--- config.mk ---
export PLATFORM = sky130hd
export DESIGN_NAME = bit_field_execution_unit
export DESIGN_NICKNAME = d
export VERILOG_FILES = /design/src/rtl/bit_field_execution_unit.v /design/src/rtl/field_window_kernel.v
export VERILOG_INCLUDE_DIRS = /design/src /design/src/include
export SDC_FILE = /design/constraint.sdc
export NUM_CORES = 2
export LEC_CHECK = 0
export ABC_AREA = 1
export BUFFER_PORTS_ARGS = -buffer_cell sky130_fd_sc_hd__buf_2
export CAP_MARGIN = 20
export CORE_ASPECT_RATIO = 1.2
export CORE_MARGIN = 1.5
export CORE_UTILIZATION = 40
export DETAILED_ROUTE_END_ITERATION = 7
export SYNTH_ARGS = -nofsm -noshare
export SYNTH_HDL_FRONTEND = slang
export SYNTH_SLANG_ARGS = --single-unit
export TNS_END_PERCENT = 100
--- constraint.sdc ---
create_clock -name mclk -period 11.8 [get_ports mclk]
set_input_delay 1.77 -clock mclk [delete_from_list [all_inputs] [get_ports mclk]]
set_output_delay 1.77 -clock mclk [all_outputs]
set_load 0.02 [all_outputs]
--- src/include/bit_field_regs.vh ---
`ifndef BIT_FIELD_REGS_VH
`define BIT_FIELD_REGS_VH

// ----------------------------------------
// Operation codes
// ----------------------------------------
`define BF_OP_INSERT 4'h0
`define BF_OP_EXT_SIGNED 4'h1
`define BF_OP_EXT_UNSIGNED 4'h2
`define BF_OP_SET 4'h3
`define BF_OP_CLEAR 4'h4
`define BF_OP_INVERT 4'h5
`define BF_OP_TEST 4'h6
`define BF_OP_FFO 4'h7
`define BF_OP_SYNC 4'h8

// ----------------------------------------
// Field geometry and reset values
// ----------------------------------------
`define BF_WIDTH_MAX 6'h20
`define BF_SPAN_LIMIT 7'h20
`define BF_WORD_STEP 32'h00000004
`define BF_WORD_RST 32'h00000000
`define BF_WIN_RST 64'h0000000000000000

`endif

--- src/rtl/bit_field_execution_unit.v ---
`timescale 1ns/1ps
`include "bit_field_regs.vh"

// Notes on behaviour
// (RL1) Field is up to 32 consecutive bits, ignoring byte boundaries.
// (RL2) Signed offset counts from the MSB of the byte at the address.
// (RL3) Width must lie between one and thirty-two inclusive.
// (RL4) Field bit zero is its most significant bit.
// (RL5) Insert writes source low bits into field, rest untouched.
// (RL6) Signed extract right-justifies field and replicates its top bit.
// (RL7) Unsigned extract right-justifies field and zero fills above.
// (RL8) Set writes ones into every field bit.
// (RL9) Clear writes zeros into every field bit.
// (RL10) Change inverts every field bit.
// (RL11) Set, clear, change take flags from the field before change.
// (RL12) Test sets flags from field and never writes it.
// (RL13) Find-first-one scans from field MSB, returns offset of one.
// (RL14) With no one found, returns offset plus width.
// (RL15) Pipeline sync stalls until outstanding bus cycles finish.
// (RL16) Pipeline sync starts after integer and external FP accesses end.
// (RL17) Pipeline sync ignores FP ops writing FP registers.
// (RL18) Flags: N from field MSB, Z if field zero, V and C clear.
module bit_field_execution_unit (
  input wire mclk,
  input wire rst,
  input wire op_valid,
  output wire op_ready,
  input wire [3:0] op_code,
  input wire op_mem,
  input wire [31:0] op_ea,
  input wire [31:0] op_offset,
  input wire [5:0] op_width,
  input wire [31:0] op_src,
  input wire [31:0] op_dreg,
  input wire int_pending,
  input wire fp_ext_pending,
  input wire bus_pending,
  output wire mem_req,
  output wire mem_we,
  output wire mem_lock,
  output reg [31:0] mem_addr_q,
  output reg [31:0] mem_wdata_q,
  input wire [31:0] mem_rdata,
  input wire mem_ack,
  output reg res_valid_q,
  output reg [31:0] res_data_q,
  output reg res_wr_q,
  output reg res_cc_we_q,
  output reg res_error_q,
  output reg cc_n_q,
  output reg cc_z_q,
  output reg cc_v_q,
  output reg cc_c_q
);

  // ----------------------------------------
  // States
  // ----------------------------------------
  localparam [8:0] S_IDLE = 9'h001;
  localparam [8:0] S_RD0 = 9'h002;
  localparam [8:0] S_RD1 = 9'h004;
  localparam [8:0] S_MOD = 9'h008;
  localparam [8:0] S_WR0 = 9'h010;
  localparam [8:0] S_WR1 = 9'h020;
  localparam [8:0] S_PRE = 9'h040;
  localparam [8:0] S_BUS = 9'h080;
  localparam [8:0] S_DONE = 9'h100;

  reg [8:0] state_q;
  reg [3:0] op_q;
  reg mem_q;
  reg [31:0] off_q;
  reg [5:0] width_q;
  reg [5:0] start_q;
  reg [31:0] src_q;
  reg [31:0] dreg_q;
  reg [31:0] adr_q;
  reg need2_q;
  reg err_q;
  reg [63:0] win_q;

  wire [31:0] byte_adr;
  wire [5:0] start_mem;
  wire [6:0] span;
  wire width_bad;
  wire [31:0] ext;
  wire [63:0] mask;
  wire [63:0] new_win;
  wire [5:0] first_one;
  wire fz;
  wire fmsb;
  wire iz;
  wire imsb;
  wire [31:0] reg_new;

  // Ops that write the field back
  function is_modify;
    input [3:0] op;
    begin
      is_modify = (op == `BF_OP_INSERT) || (op == `BF_OP_SET) ||
        (op == `BF_OP_CLEAR) || (op == `BF_OP_INVERT);
    end
  endfunction

  // ----------------------------------------
  // Field addressing
  // ----------------------------------------
  // (RL2) Signed offset from byte MSB
  assign byte_adr = op_ea + {{3{op_offset[31]}}, op_offset[31:3]};
  // (RL1) Field may straddle two words
  assign start_mem = {1'b0, byte_adr[1:0], op_offset[2:0]};
  assign span = {1'b0, start_mem} + {1'b0, op_width};
  // (RL3) Width one to thirty-two
  assign width_bad = (op_width == 6'h00) || (op_width > `BF_WIDTH_MAX);

  field_window_kernel u_kernel (
    .win(win_q),
    .start(start_q),
    .width(width_q),
    .op(op_q),
    .src(src_q),
    .ext(ext),
    .mask(mask),
    .new_win(new_win),
    .first_one(first_one),
    .fz(fz),
    .fmsb(fmsb),
    .iz(iz),
    .imsb(imsb)
  );

  // Register operand wraps: fold both window halves back onto one word
  assign reg_new = (new_win[63:32] & mask[63:32]) |
    (new_win[31:0] & mask[31:0]) |
    (dreg_q & ~(mask[63:32] | mask[31:0]));

  // ----------------------------------------
  // Handshakes
  // ----------------------------------------
  assign op_ready = (state_q == S_IDLE);
  assign mem_req = (state_q == S_RD0) || (state_q == S_RD1) ||
    (state_q == S_WR0) || (state_q == S_WR1);
  // (RL12) Writes only for modify ops
  assign mem_we = (state_q == S_WR0) || (state_q == S_WR1);
  // Lock keeps read-modify-write indivisible on a shared bus
  assign mem_lock = mem_q && is_modify(op_q) && (state_q != S_IDLE) &&
    (state_q != S_DONE);

  // ----------------------------------------
  // Sequencer
  // ----------------------------------------
  always @(posedge mclk)
  begin
    if (rst)
    begin
      state_q <= S_IDLE;
      op_q <= `BF_OP_TEST;
      mem_q <= 1'b0;
      off_q <= `BF_WORD_RST;
      width_q <= `BF_WIDTH_MAX;
      start_q <= 6'h00;
      src_q <= `BF_WORD_RST;
      dreg_q <= `BF_WORD_RST;
      adr_q <= `BF_WORD_RST;
      need2_q <= 1'b0;
      err_q <= 1'b0;
      win_q <= `BF_WIN_RST;
      mem_addr_q <= `BF_WORD_RST;
      mem_wdata_q <= `BF_WORD_RST;
      res_valid_q <= 1'b0;
      res_data_q <= `BF_WORD_RST;
      res_wr_q <= 1'b0;
      res_cc_we_q <= 1'b0;
      res_error_q <= 1'b0;
      cc_n_q <= 1'b0;
      cc_z_q <= 1'b0;
      cc_v_q <= 1'b0;
      cc_c_q <= 1'b0;
    end
    else
    begin
      res_valid_q <= 1'b0;
      case (state_q)
        S_IDLE:
        begin
          if (op_valid)
          begin
            op_q <= op_code;
            mem_q <= op_mem;
            off_q <= op_offset;
            width_q <= op_width;
            src_q <= op_src;
            dreg_q <= op_dreg;
            adr_q <= {byte_adr[31:2], 2'b00};
            need2_q <= (span > `BF_SPAN_LIMIT);
            err_q <= 1'b0;
            if (op_mem)
            begin
              start_q <= start_mem;
              win_q <= `BF_WIN_RST;
            end
            else
            begin
              start_q <= {1'b0, op_offset[4:0]};
              win_q <= {op_dreg, op_dreg};
            end
            if (op_code == `BF_OP_SYNC)
              state_q <= S_PRE;
            else if (width_bad || (op_code > `BF_OP_FFO))
            begin
              err_q <= 1'b1;
              state_q <= S_DONE;
            end
            else if (op_mem)
            begin
              mem_addr_q <= {byte_adr[31:2], 2'b00};
              state_q <= S_RD0;
            end
            else
              state_q <= S_DONE;
          end
        end
        S_RD0:
        begin
          if (mem_ack)
          begin
            win_q[63:32] <= mem_rdata;
            if (need2_q)
            begin
              mem_addr_q <= adr_q + `BF_WORD_STEP;
              state_q <= S_RD1;
            end
            else if (is_modify(op_q))
              state_q <= S_MOD;
            else
              state_q <= S_DONE;
          end
        end
        S_RD1:
        begin
          if (mem_ack)
          begin
            win_q[31:0] <= mem_rdata;
            if (is_modify(op_q))
              state_q <= S_MOD;
            else
              state_q <= S_DONE;
          end
        end
        S_MOD:
        begin
          mem_addr_q <= adr_q;
          mem_wdata_q <= new_win[63:32];
          state_q <= S_WR0;
        end
        S_WR0:
        begin
          if (mem_ack)
          begin
            if (need2_q)
            begin
              mem_addr_q <= adr_q + `BF_WORD_STEP;
              mem_wdata_q <= new_win[31:0];
              state_q <= S_WR1;
            end
            else
              state_q <= S_DONE;
          end
        end
        S_WR1:
        begin
          if (mem_ack)
            state_q <= S_DONE;
        end
        S_PRE:
        begin
          // (RL16) Earlier work drained first
          // (RL17) FP register ops not awaited
          if (!int_pending && !fp_ext_pending)
            state_q <= S_BUS;
        end
        S_BUS:
        begin
          // (RL15) Wait for bus idle
          if (!bus_pending)
            state_q <= S_DONE;
        end
        S_DONE:
        begin
          state_q <= S_IDLE;
          res_valid_q <= 1'b1;
          res_error_q <= err_q;
          res_wr_q <= 1'b0;
          res_cc_we_q <= 1'b0;
          if (!err_q && (op_q != `BF_OP_SYNC))
          begin
            res_cc_we_q <= 1'b1;
            cc_v_q <= 1'b0;
            cc_c_q <= 1'b0;
            // (RL11) Flags from prior value
            cc_n_q <= fmsb;
            cc_z_q <= fz;
            case (op_q)
              `BF_OP_INSERT:
              begin
                cc_n_q <= imsb;
                cc_z_q <= iz;
                res_data_q <= reg_new;
                res_wr_q <= !mem_q;
              end
              `BF_OP_EXT_SIGNED, `BF_OP_EXT_UNSIGNED:
              begin
                res_data_q <= ext;
                res_wr_q <= 1'b1;
              end
              `BF_OP_FFO:
              begin
                // (RL14) Offset plus index
                res_data_q <= off_q + {26'h0, first_one};
                res_wr_q <= 1'b1;
              end
              `BF_OP_SET, `BF_OP_CLEAR, `BF_OP_INVERT:
              begin
                res_data_q <= reg_new;
                res_wr_q <= !mem_q;
              end
              default:
              begin
                res_data_q <= res_data_q;
              end
            endcase
          end
        end
        default:
        begin
          state_q <= S_IDLE;
        end
      endcase
    end
  end

endmodule

--- src/rtl/field_window_kernel.v ---
`timescale 1ns/1ps
`include "bit_field_regs.vh"

// ----------------------------------------
// Field operations on a 64-bit big-endian window
// ----------------------------------------
module field_window_kernel (
  input wire [63:0] win,
  input wire [5:0] start,
  input wire [5:0] width,
  input wire [3:0] op,
  input wire [31:0] src,
  output wire [31:0] ext,
  output wire [63:0] mask,
  output reg [63:0] new_win,
  output wire [5:0] first_one,
  output wire fz,
  output wire fmsb,
  output wire iz,
  output wire imsb
);

  wire [63:0] shl;
  wire [31:0] top;
  wire [31:0] tmask;
  wire [31:0] lmask;
  wire [31:0] field;
  wire [31:0] ins_top;
  wire [63:0] ins64;
  wire [5:0] rshift;

  // Index of the first one from the most significant end, 32 if none
  function [5:0] lead_one;
    input [31:0] v;
    integer i;
    begin
      lead_one = 6'h20;
      for (i = 0; i < 32; i = i + 1)
      begin
        if (v[i])
          lead_one = 6'h1f - i[5:0];
      end
    end
  endfunction

  // (RL4) MSB-first numbering
  assign shl = win << start;
  assign top = shl[63:32];
  assign tmask = ~(32'hffffffff >> width);
  assign lmask = ~(32'hffffffff << width);
  assign rshift = `BF_WIDTH_MAX - width;
  assign field = top >> rshift;
  assign mask = {tmask, 32'h00000000} >> start;
  assign ins_top = src << rshift;
  assign ins64 = {ins_top, 32'h00000000} >> start;

  // (RL18) Flags from field value
  assign fmsb = top[31];
  assign fz = ((top & tmask) == 32'h00000000);
  assign iz = ((src & lmask) == 32'h00000000);
  assign imsb = ins_top[31];

  // (RL6) Sign replication
  // (RL7) Zero fill
  assign ext = (op == `BF_OP_EXT_SIGNED && fmsb) ? (field | ~lmask) : field;

  // (RL13) Scan from bit zero
  // (RL14) Width when empty
  assign first_one = fz ? width : lead_one(top & tmask);

  always @*
  begin
    case (op)
      // (RL5) Insert low bits
      `BF_OP_INSERT: new_win = (win & ~mask) | ins64;
      // (RL8) Set all ones
      `BF_OP_SET: new_win = win | mask;
      // (RL9) Clear all bits
      `BF_OP_CLEAR: new_win = win & ~mask;
      // (RL10) Invert field bits
      `BF_OP_INVERT: new_win = win ^ mask;
      default: new_win = win;
    endcase
  end

endmodule

==> After elaboration in Yosys (flattened, before gate mapping) <==
Index checks and enable logic that the tools add are counted.
Widths: inputs -> output; s select.
{ "op_classes": {"muxes": 74, "n_shift": 7, "magnitude_cmp": 3, "add_sub_neg": 5, "eq_ne": 32, "n_reduce_logical": 40, "n_bitwise": 18} }
{ "ops": {"columns": ["operator", "n"], "rows": [
  ["$mux 32", 10],
  ["$pmux 64 s4", 1],
  ["$mux 6", 33],
  ["$pmux 32 s2", 3],
  ["$pmux 32 s3", 2],
  ["$and 32x32->32", 5],
  ["$mux 64", 2],
  ["$not 32->32", 4],
  ["$or 32x32->32", 4],
  ["$or 64x64->64", 2],
  ["$shr 64x6->64", 2],
  ["$mux 9", 13],
  ["$pmux 9 s8", 1],
  ["$and 64x64->64", 1],
  ["$logic_not 32->1", 2],
  ["$not 64->64", 1],
  ["$shl 64x6->64", 1],
  ["$xor 64x64->64", 1],
  ["$add 32x3->32 const B", 1],
  ["$add 32x32->32", 1],
  ["$add 32x6->32", 1],
  ["$shl 32x6->32", 1],
  ["$shl 32x6->32 const A", 1],
  ["$shr 32x6->32", 1],
  ["other kinds (40)", 85]
]} }
{ "totals": {"wordCells": 201, "output_inout_bits": 108, "regBits": 320, "input_bits": 178} }

==> Depth between registers and ports, before layout <==
{ "logic_depth": {"ltp_word": 38, "depth_mapped": 71} }

==> Hierarchy <==
From an unflattened synthesis, not the netlist that was laid out.
{ "unflattened": {"hier_cells": 6199, "hier_area_um2": 34986.1} }
{ "by_module_without_submodules": {"columns": ["module", "cells_each", "seq_area_each_um2", "area_per_inst_um2", "n_inst"], "rows": [
  ["bit_field_execution_unit", 2877, 6286.0, 18331.3, 1],
  ["field_window_kernel", 3322, 0.0, 16654.7, 1]
]} }

==> Worst setup path after synthesis <==
OpenSTA, ideal clock, no wires.
{ "synth_path": {"kind": "register to register", "start": "register width_q[0]", "end": "register res_data_q[30]", "synth_period_minus_slack_ns": 6.081, "path_slack_ns": 5.719, "path_stages_with_launch": 67, "arrival_ns": 6.011, "path_buffers": 4, "path_cell_list": "dfxtp_1 -> buf_4 -> inv_2 -> buf_6 -> buf_2 -> clkbuf_1 -> ha_1 -> inv_1 -> ha_1 -> nor2_1 -> nor2_1 -> nand2_1 -> nand2_1 -> nand2_1 -> nand2_1 -> nand2_1 -> nand2_1 -> nand2_1 -> [... 31 more ...] -> nor2_1 -> o21bai_1 -> nand2_1 -> inv_1 -> nand3_1 -> nor2_2 -> nand4_1 -> nor2_2 -> nand2_1 -> nor2_2 -> nand3_1 -> nor3_1 -> nand2_1 -> nor3_2 -> o21ai_0 -> a21oi_1 -> nor3_1 -> a21oi_1"} }
{ "synth_via": {"elab_chain_cells": 38} }
{ "synth_lines": {"columns": ["element", "line", "text"], "rows": [
  ["start, declared", "bit_field_execution_unit.v:73", "reg [5:0] width_q;"],
  ["start signal, assigned", "bit_field_execution_unit.v:160", "width_q <= `BF_WIDTH_MAX;"],
  ["start signal, assigned", "bit_field_execution_unit.v:191", "width_q <= op_width;"],
  ["$shr 32x6->32", "field_window_kernel.v:49", "assign tmask = ~(32'hffffffff >> width);"],
  ["$not 32->32", "field_window_kernel.v:49", null],
  ["$and 32x32->32", "field_window_kernel.v:59, field_window_kernel.v:69", null],
  ["$mux 6 (32 in series)", "field_window_kernel.v:40", "if (v[i])"],
  ["$mux 6", "field_window_kernel.v:69", "assign first_one = fz ? width : lead_one(top & tmask);"],
  ["$add 32x6->32", "bit_field_execution_unit.v:319", "res_data_q <= off_q + {26'h0, first_one};"],
  ["$pmux 32 s3 *", "bit_field_execution_unit.v:303", "case (op_q)"],
  ["end signal, assigned", "bit_field_execution_unit.v:308", "res_data_q <= reg_new;"],
  ["end signal, assigned", "bit_field_execution_unit.v:319", null],
  ["end signal, assigned", "bit_field_execution_unit.v:324", "res_data_q <= reg_new;"],
  ["end, declared", "bit_field_execution_unit.v:46", "output reg [31:0] res_data_q,"]
]} }
Mark *: on every way between the ends. The rest lies on a longest branch, timed or not.
A chain may end at the register's enable or synchronous reset.

==> Final worst setup path <==
{ "layout_path": {"start": "register off_q[0]", "end": "register res_data_q[30]"} }
{ "layout_via": {"elab_chain_cells": 2} }
{ "layout_lines": {"columns": ["element", "line", "text"], "rows": [
  ["start, declared", "bit_field_execution_unit.v:72", "reg [31:0] off_q;"],
  ["start signal, assigned", "bit_field_execution_unit.v:159", "off_q <= `BF_WORD_RST;"],
  ["start signal, assigned", "bit_field_execution_unit.v:190", "off_q <= op_offset;"],
  ["$add 32x6->32", "bit_field_execution_unit.v:319", null],
  ["$pmux 32 s3", "bit_field_execution_unit.v:303", null]
]} }
Every way passes these cells.

==> results.md <==
Outcome:
- The run finished with clean final reports.

Route:
- The detail-routed net length per standard cell is roughly 24 um.
- The total via count in the routed design is about 38000.
- After the first detailed-routing iteration, the DRC count stood at 4217.
- The detailed-route vias per instance is between 5 and 6.
- The total wire length after detailed routing is around 150000 um.
- The number of design rule violations left after detail routing is 0.
- The first detailed-routing pass took 6 iterations.
- The count of nets left with antenna violations once routing finished came out at 0.

Timing:
- The number of hold-slack violations in the final timing report is 0.
- On the final layout, the worst clock skew is ~0.046 ns.
- For the final routed database, the setup TNS stands at 0 ns.
- The worst path in the final design needs a cycle of 7.697 ns, including I/O delays and setup.
- Headroom to the max-slew limit came out at 19.84%.
- Setup repair after global routing left no endpoint under its margin.
- At the pin with the least slew margin, the transition time is around 1.2 ns.
- The fmax is ~0.13 GHz.
- Dividing the final minimum period by the clock period gives approximately two thirds.
- The count of final max-slew check failures was 0.
- Setup violations remaining at the end of the flow were counted as 0.
- Hold is met by approximately 0.46 ns.
- The slack of the critical path is about 4.1 ns.

Worst setup path:
- The top cell family by delay on the critical path is simple AND/OR/NAND/NOR gates.
- STA classifies the critical path endpoint as a flop.
- For the worst setup path, the data arrival time is 8.22 ns.
- Counting both buffers and inverters, the worst setup path holds a total of 5.
- The worst path required time is between 10 and 15 ns.
- The worst setup path is launched from a flop.
- The critical-path maximum fanout is 82.
- The reg-to-reg startpoint is off_q[0].
- Following the worst setup path forward leads to its endpoint at res_data_q[30].
- The setup slack of the worst register-to-register path is around 4 ns.
- The critical path's largest stage delay is about 0.83 ns.
- For this design, the slowest cell found on the critical path is sky130_fd_sc_hd__dfxtp_4.
- The number of cells on the worst reg-to-reg path is 66.
- Counting buffers and inverters, the worst setup path is 66 cells deep.
- In this run the worst setup path begins at off_q[0].
- In this design, the critical path's most frequently occurring cell is sky130_fd_sc_hd__nand2_1.
- The worst setup path is of the reg2reg kind.
- The end of the worst register-to-register path is res_data_q[30].

Placement:
- The placed instance count is ~6300.
- The congestion estimate from routability-driven global placement came to ~1.1.
- Before CTS, the worst setup slack after placement is 4.314 ns.
- The HPWL after detailed placement is 118100 um.
- In this run the tool buffered the top-level ports with 281 buffer cells.

Floorplan:
- The width of the die is 258.8 um.
- The number of top-level design ports is approximately 290.
- The floorplan step set the die height to around 310 um.
- The initial standard-cell utilization of the core is around two fifths.
- The initialized floorplan defines between 100 and 150 standard-cell rows.
- The die covers around 80000 um2.
- In this run the standard cell core region covers approximately 78000 um2.

Yosys:
- The area of the mapped netlist is between 30000 and 40000 um2.
- The flip-flop cell with the highest count after synthesis is sky130_fd_sc_hd__dfxtp_1.
- For this run, the register share of the synthesized area comes to between 20% and 30%.
- Synthesis inferred 314 register bits.
- The async set or reset register ratio after synthesis is 0%.
- The number of instances in the synthesized netlist is approximately 5300.
- The area share of the largest cell type after synthesis is 20.02%.
- A synthesized cell averages 5.922 um2.
- The cell accounting for the most synthesized area is sky130_fd_sc_hd__dfxtp_1.
- The count of flip-flops with a built-in enable after synthesis is 0.
- The count of unique library cells instantiated by Yosys is 81.
- The synthesis warning total is 0.
- By area the synthesized netlist is led by sky130_fd_sc_hd__dfxtp_1 (20%), sky130_fd_sc_hd__nand2_1 (16%), sky130_fd_sc_hd__o21ai_0 (11%), sky130_fd_sc_hd__ha_1 (6.9%), sky130_fd_sc_hd__nor2_1 (5.8%).

Final layout:
- The post-route netlist has about a tenth of its cells at a drive strength greater than 1.
- In the final layout, the multi-input gates occupy around 22000 um2.
- The post-synthesis to final-layout area growth is 8.858%.
- The count of non-filler cells in the finished layout is approximately 6400.
- The area occupied by registers is between 6000 and 7000 um2.
- The post-layout net count is between 5000 and 6000.
- The layout has about 8600 filler cells.

Clocking:
- The CTS buffer count is 37.
- The hold-fix buffer count after cts is 0.
- The post-CTS setup repair buffer count is 0.
- The count of cells resized by post-cts repair is 0.
- The maximum level of the CTS H-tree is 2.
- The insertion delay to the later sink of the worst-skew pair is 0.61 ns.
- The clock transition at the registers of the reported paths is 0.07 ns.
- The maximum buffer depth of the clock tree is 3.
- The clock sink count is roughly 310.
- TritonCTS built the clock tree.
- The cell sitting at the root of the clock tree is a sky130_fd_sc_hd__clkbuf_16.

Worst hold path:
- The kind of path behind the tightest hold check is reg2reg.
- In this run the most critical hold path is launched from mem_wdata_q[22].

GRT:
- The number of antenna violations at the first check in global routing is 11.
- The wire length of the first global-routing pass is approximately 220000 um.
- In the global route stage, overall resource usage came out at between 30% and 40%.
- Entering global routing, the biggest net connects 118 pins.
- The via count of the first global-routing pass was 34150.
- The overall overflow remaining after global route is 0.

Run:
- The max-capacitance violation count is 0.
==> tightest hold or removal path: stages (launching register included) <==
cell	delay (ns)
sky130_fd_sc_hd__dfxtp_1	0.30
sky130_fd_sc_hd__nand2_1	0.06
sky130_fd_sc_hd__a21oi_1	0.05
==> flip-flops by register name, indices dropped and copies added, names as in the netlist <==
register,flops
win_q,64
dreg_q,32
mem_wdata_q,32
off_q,32
res_data_q,32
src_q,32
adr_q,30
mem_addr_q,30
state_q,9
width_q,6
op_q,4
start_q,2
cc_n_q,1
cc_z_q,1
err_q,1
mem_q,1
need2_q,1
res_cc_we_q,1
res_error_q,1
res_valid_q,1
res_wr_q,1
==> kinds of logic (layout without fill, tap and decap cells) <==
kind of cell,after synthesis,after routing,synth area share [%]
flip-flops,314,314,20.02
buffers and inverters,846,885,11.22
multiplexers,57,57,1.817
adder cells (fa/ha/maj),177,177,7.125
other,1,9,0.01194
AO/OA/AOI/OAI,1589,1589,28.82
AND/OR/NAND/NOR,2278,2278,29.81
XOR/XNOR,40,40,1.176
==> placed cells by master (no fill, tap or decap), drive strengths merged, types with 6 or more instances in the layout <==
| cell | n |
|---|---|
| o211ai | 60 |
| nor4 | 8 |
| xnor2 | 11 |
| o31ai | 17 |
| a211oi | 36 |
| o21ai | 870 |
| dfxtp | 314 |
| nor3 | 56 |
| o221ai | 19 |
| mux2i | 57 |
| a21oi | 330 |
| o22ai | 42 |
| xor2 | 29 |
| or2 | 16 |
| clkinv | 14 |
| a221oi | 22 |
| ha | 174 |
| buf | 345 |
| nor2 | 503 |
| inv | 469 |
| o311ai | 6 |
| nand2 | 1312 |
| a31oi | 98 |
| o21a | 10 |
| a22oi | 7 |
| a32oi | 6 |
| clkbuf | 55 |
| nand3 | 355 |
| a311oi | 39 |
| nand4 | 17 |
==> layer usage <==
layer	GRT usage [%]	wire length (um)	part of all wire, %	vias up
li1	-	-	-	17970
met1	47.56	62000	40	17730
met2	58.69	67320	44	1878
met3	5.156	13290	8.6	404
met4	22.56	10980	7.1	2
met5	0	13	0.0085	-
==> through the flow <==
stage	util [%]	cell area (um2)
global route	43.94	34180
CTS	43.92	34160
floorplan	-	31410
detailed placement	42.36	32950
global placement	42.36	32950
finish	43.95	34180
==> cells in the mapped netlist (all sizes together) (4+ instances only) <==
cell type	n
o21ai	870
o311ai	6
inv	470
dfxtp	314
a21oi	330
or2	16
o21a	10
xor2	29
clkinv	4
nor2	503
a211oi	36
a311oi	39
o31ai	17
ha	174
nor4	8
o211ai	60
nand2	1312
a32oi	6
clkbuf	211
a221oi	22
mux2i	57
o21bai	5
nand4	17
o22ai	42
a22oi	7
buf	160
o221ai	19
a31oi	98
nor3	56
xnor2	11
nand3	355
==> how the worst min path moves through the flow <==
| stage | depth (start not counted) | slack (ns) | end |
|---|---|---|---|
| after floorplan | 2 | 0.45 | mem_q |
| after global placement | 2 | 0.45 | mem_wdata_q[22] |
| after detailed placement | 2 | 0.46 | mem_wdata_q[2] |
| after CTS | 2 | 0.46 | mem_wdata_q[13] |
| after global routing | 2 | 0.48 | mem_wdata_q[16] |
| final | 2 | 0.46 | mem_wdata_q[22] |
==> layout make-up <==
| cell class | count | area share (%) |
|---|---|---|
| Antenna cell | 5 | 0.03661 |
| Inverter | 474 | 5.253 |
| Multi-Input combinational cell | 4145 | 63.40 |
| Tap cell | 1026 | 3.756 |
| Timing Repair Buffer | 346 | 5.549 |
| Clock buffer | 54 | 3.071 |
| Clock inverter | 11 | 0.4795 |
| Sequential cell | 314 | 18.45 |
Power is left out: the tool's default activity adds up to more than one toggle a clock period on the data nets, which glitch-free logic cannot reach.
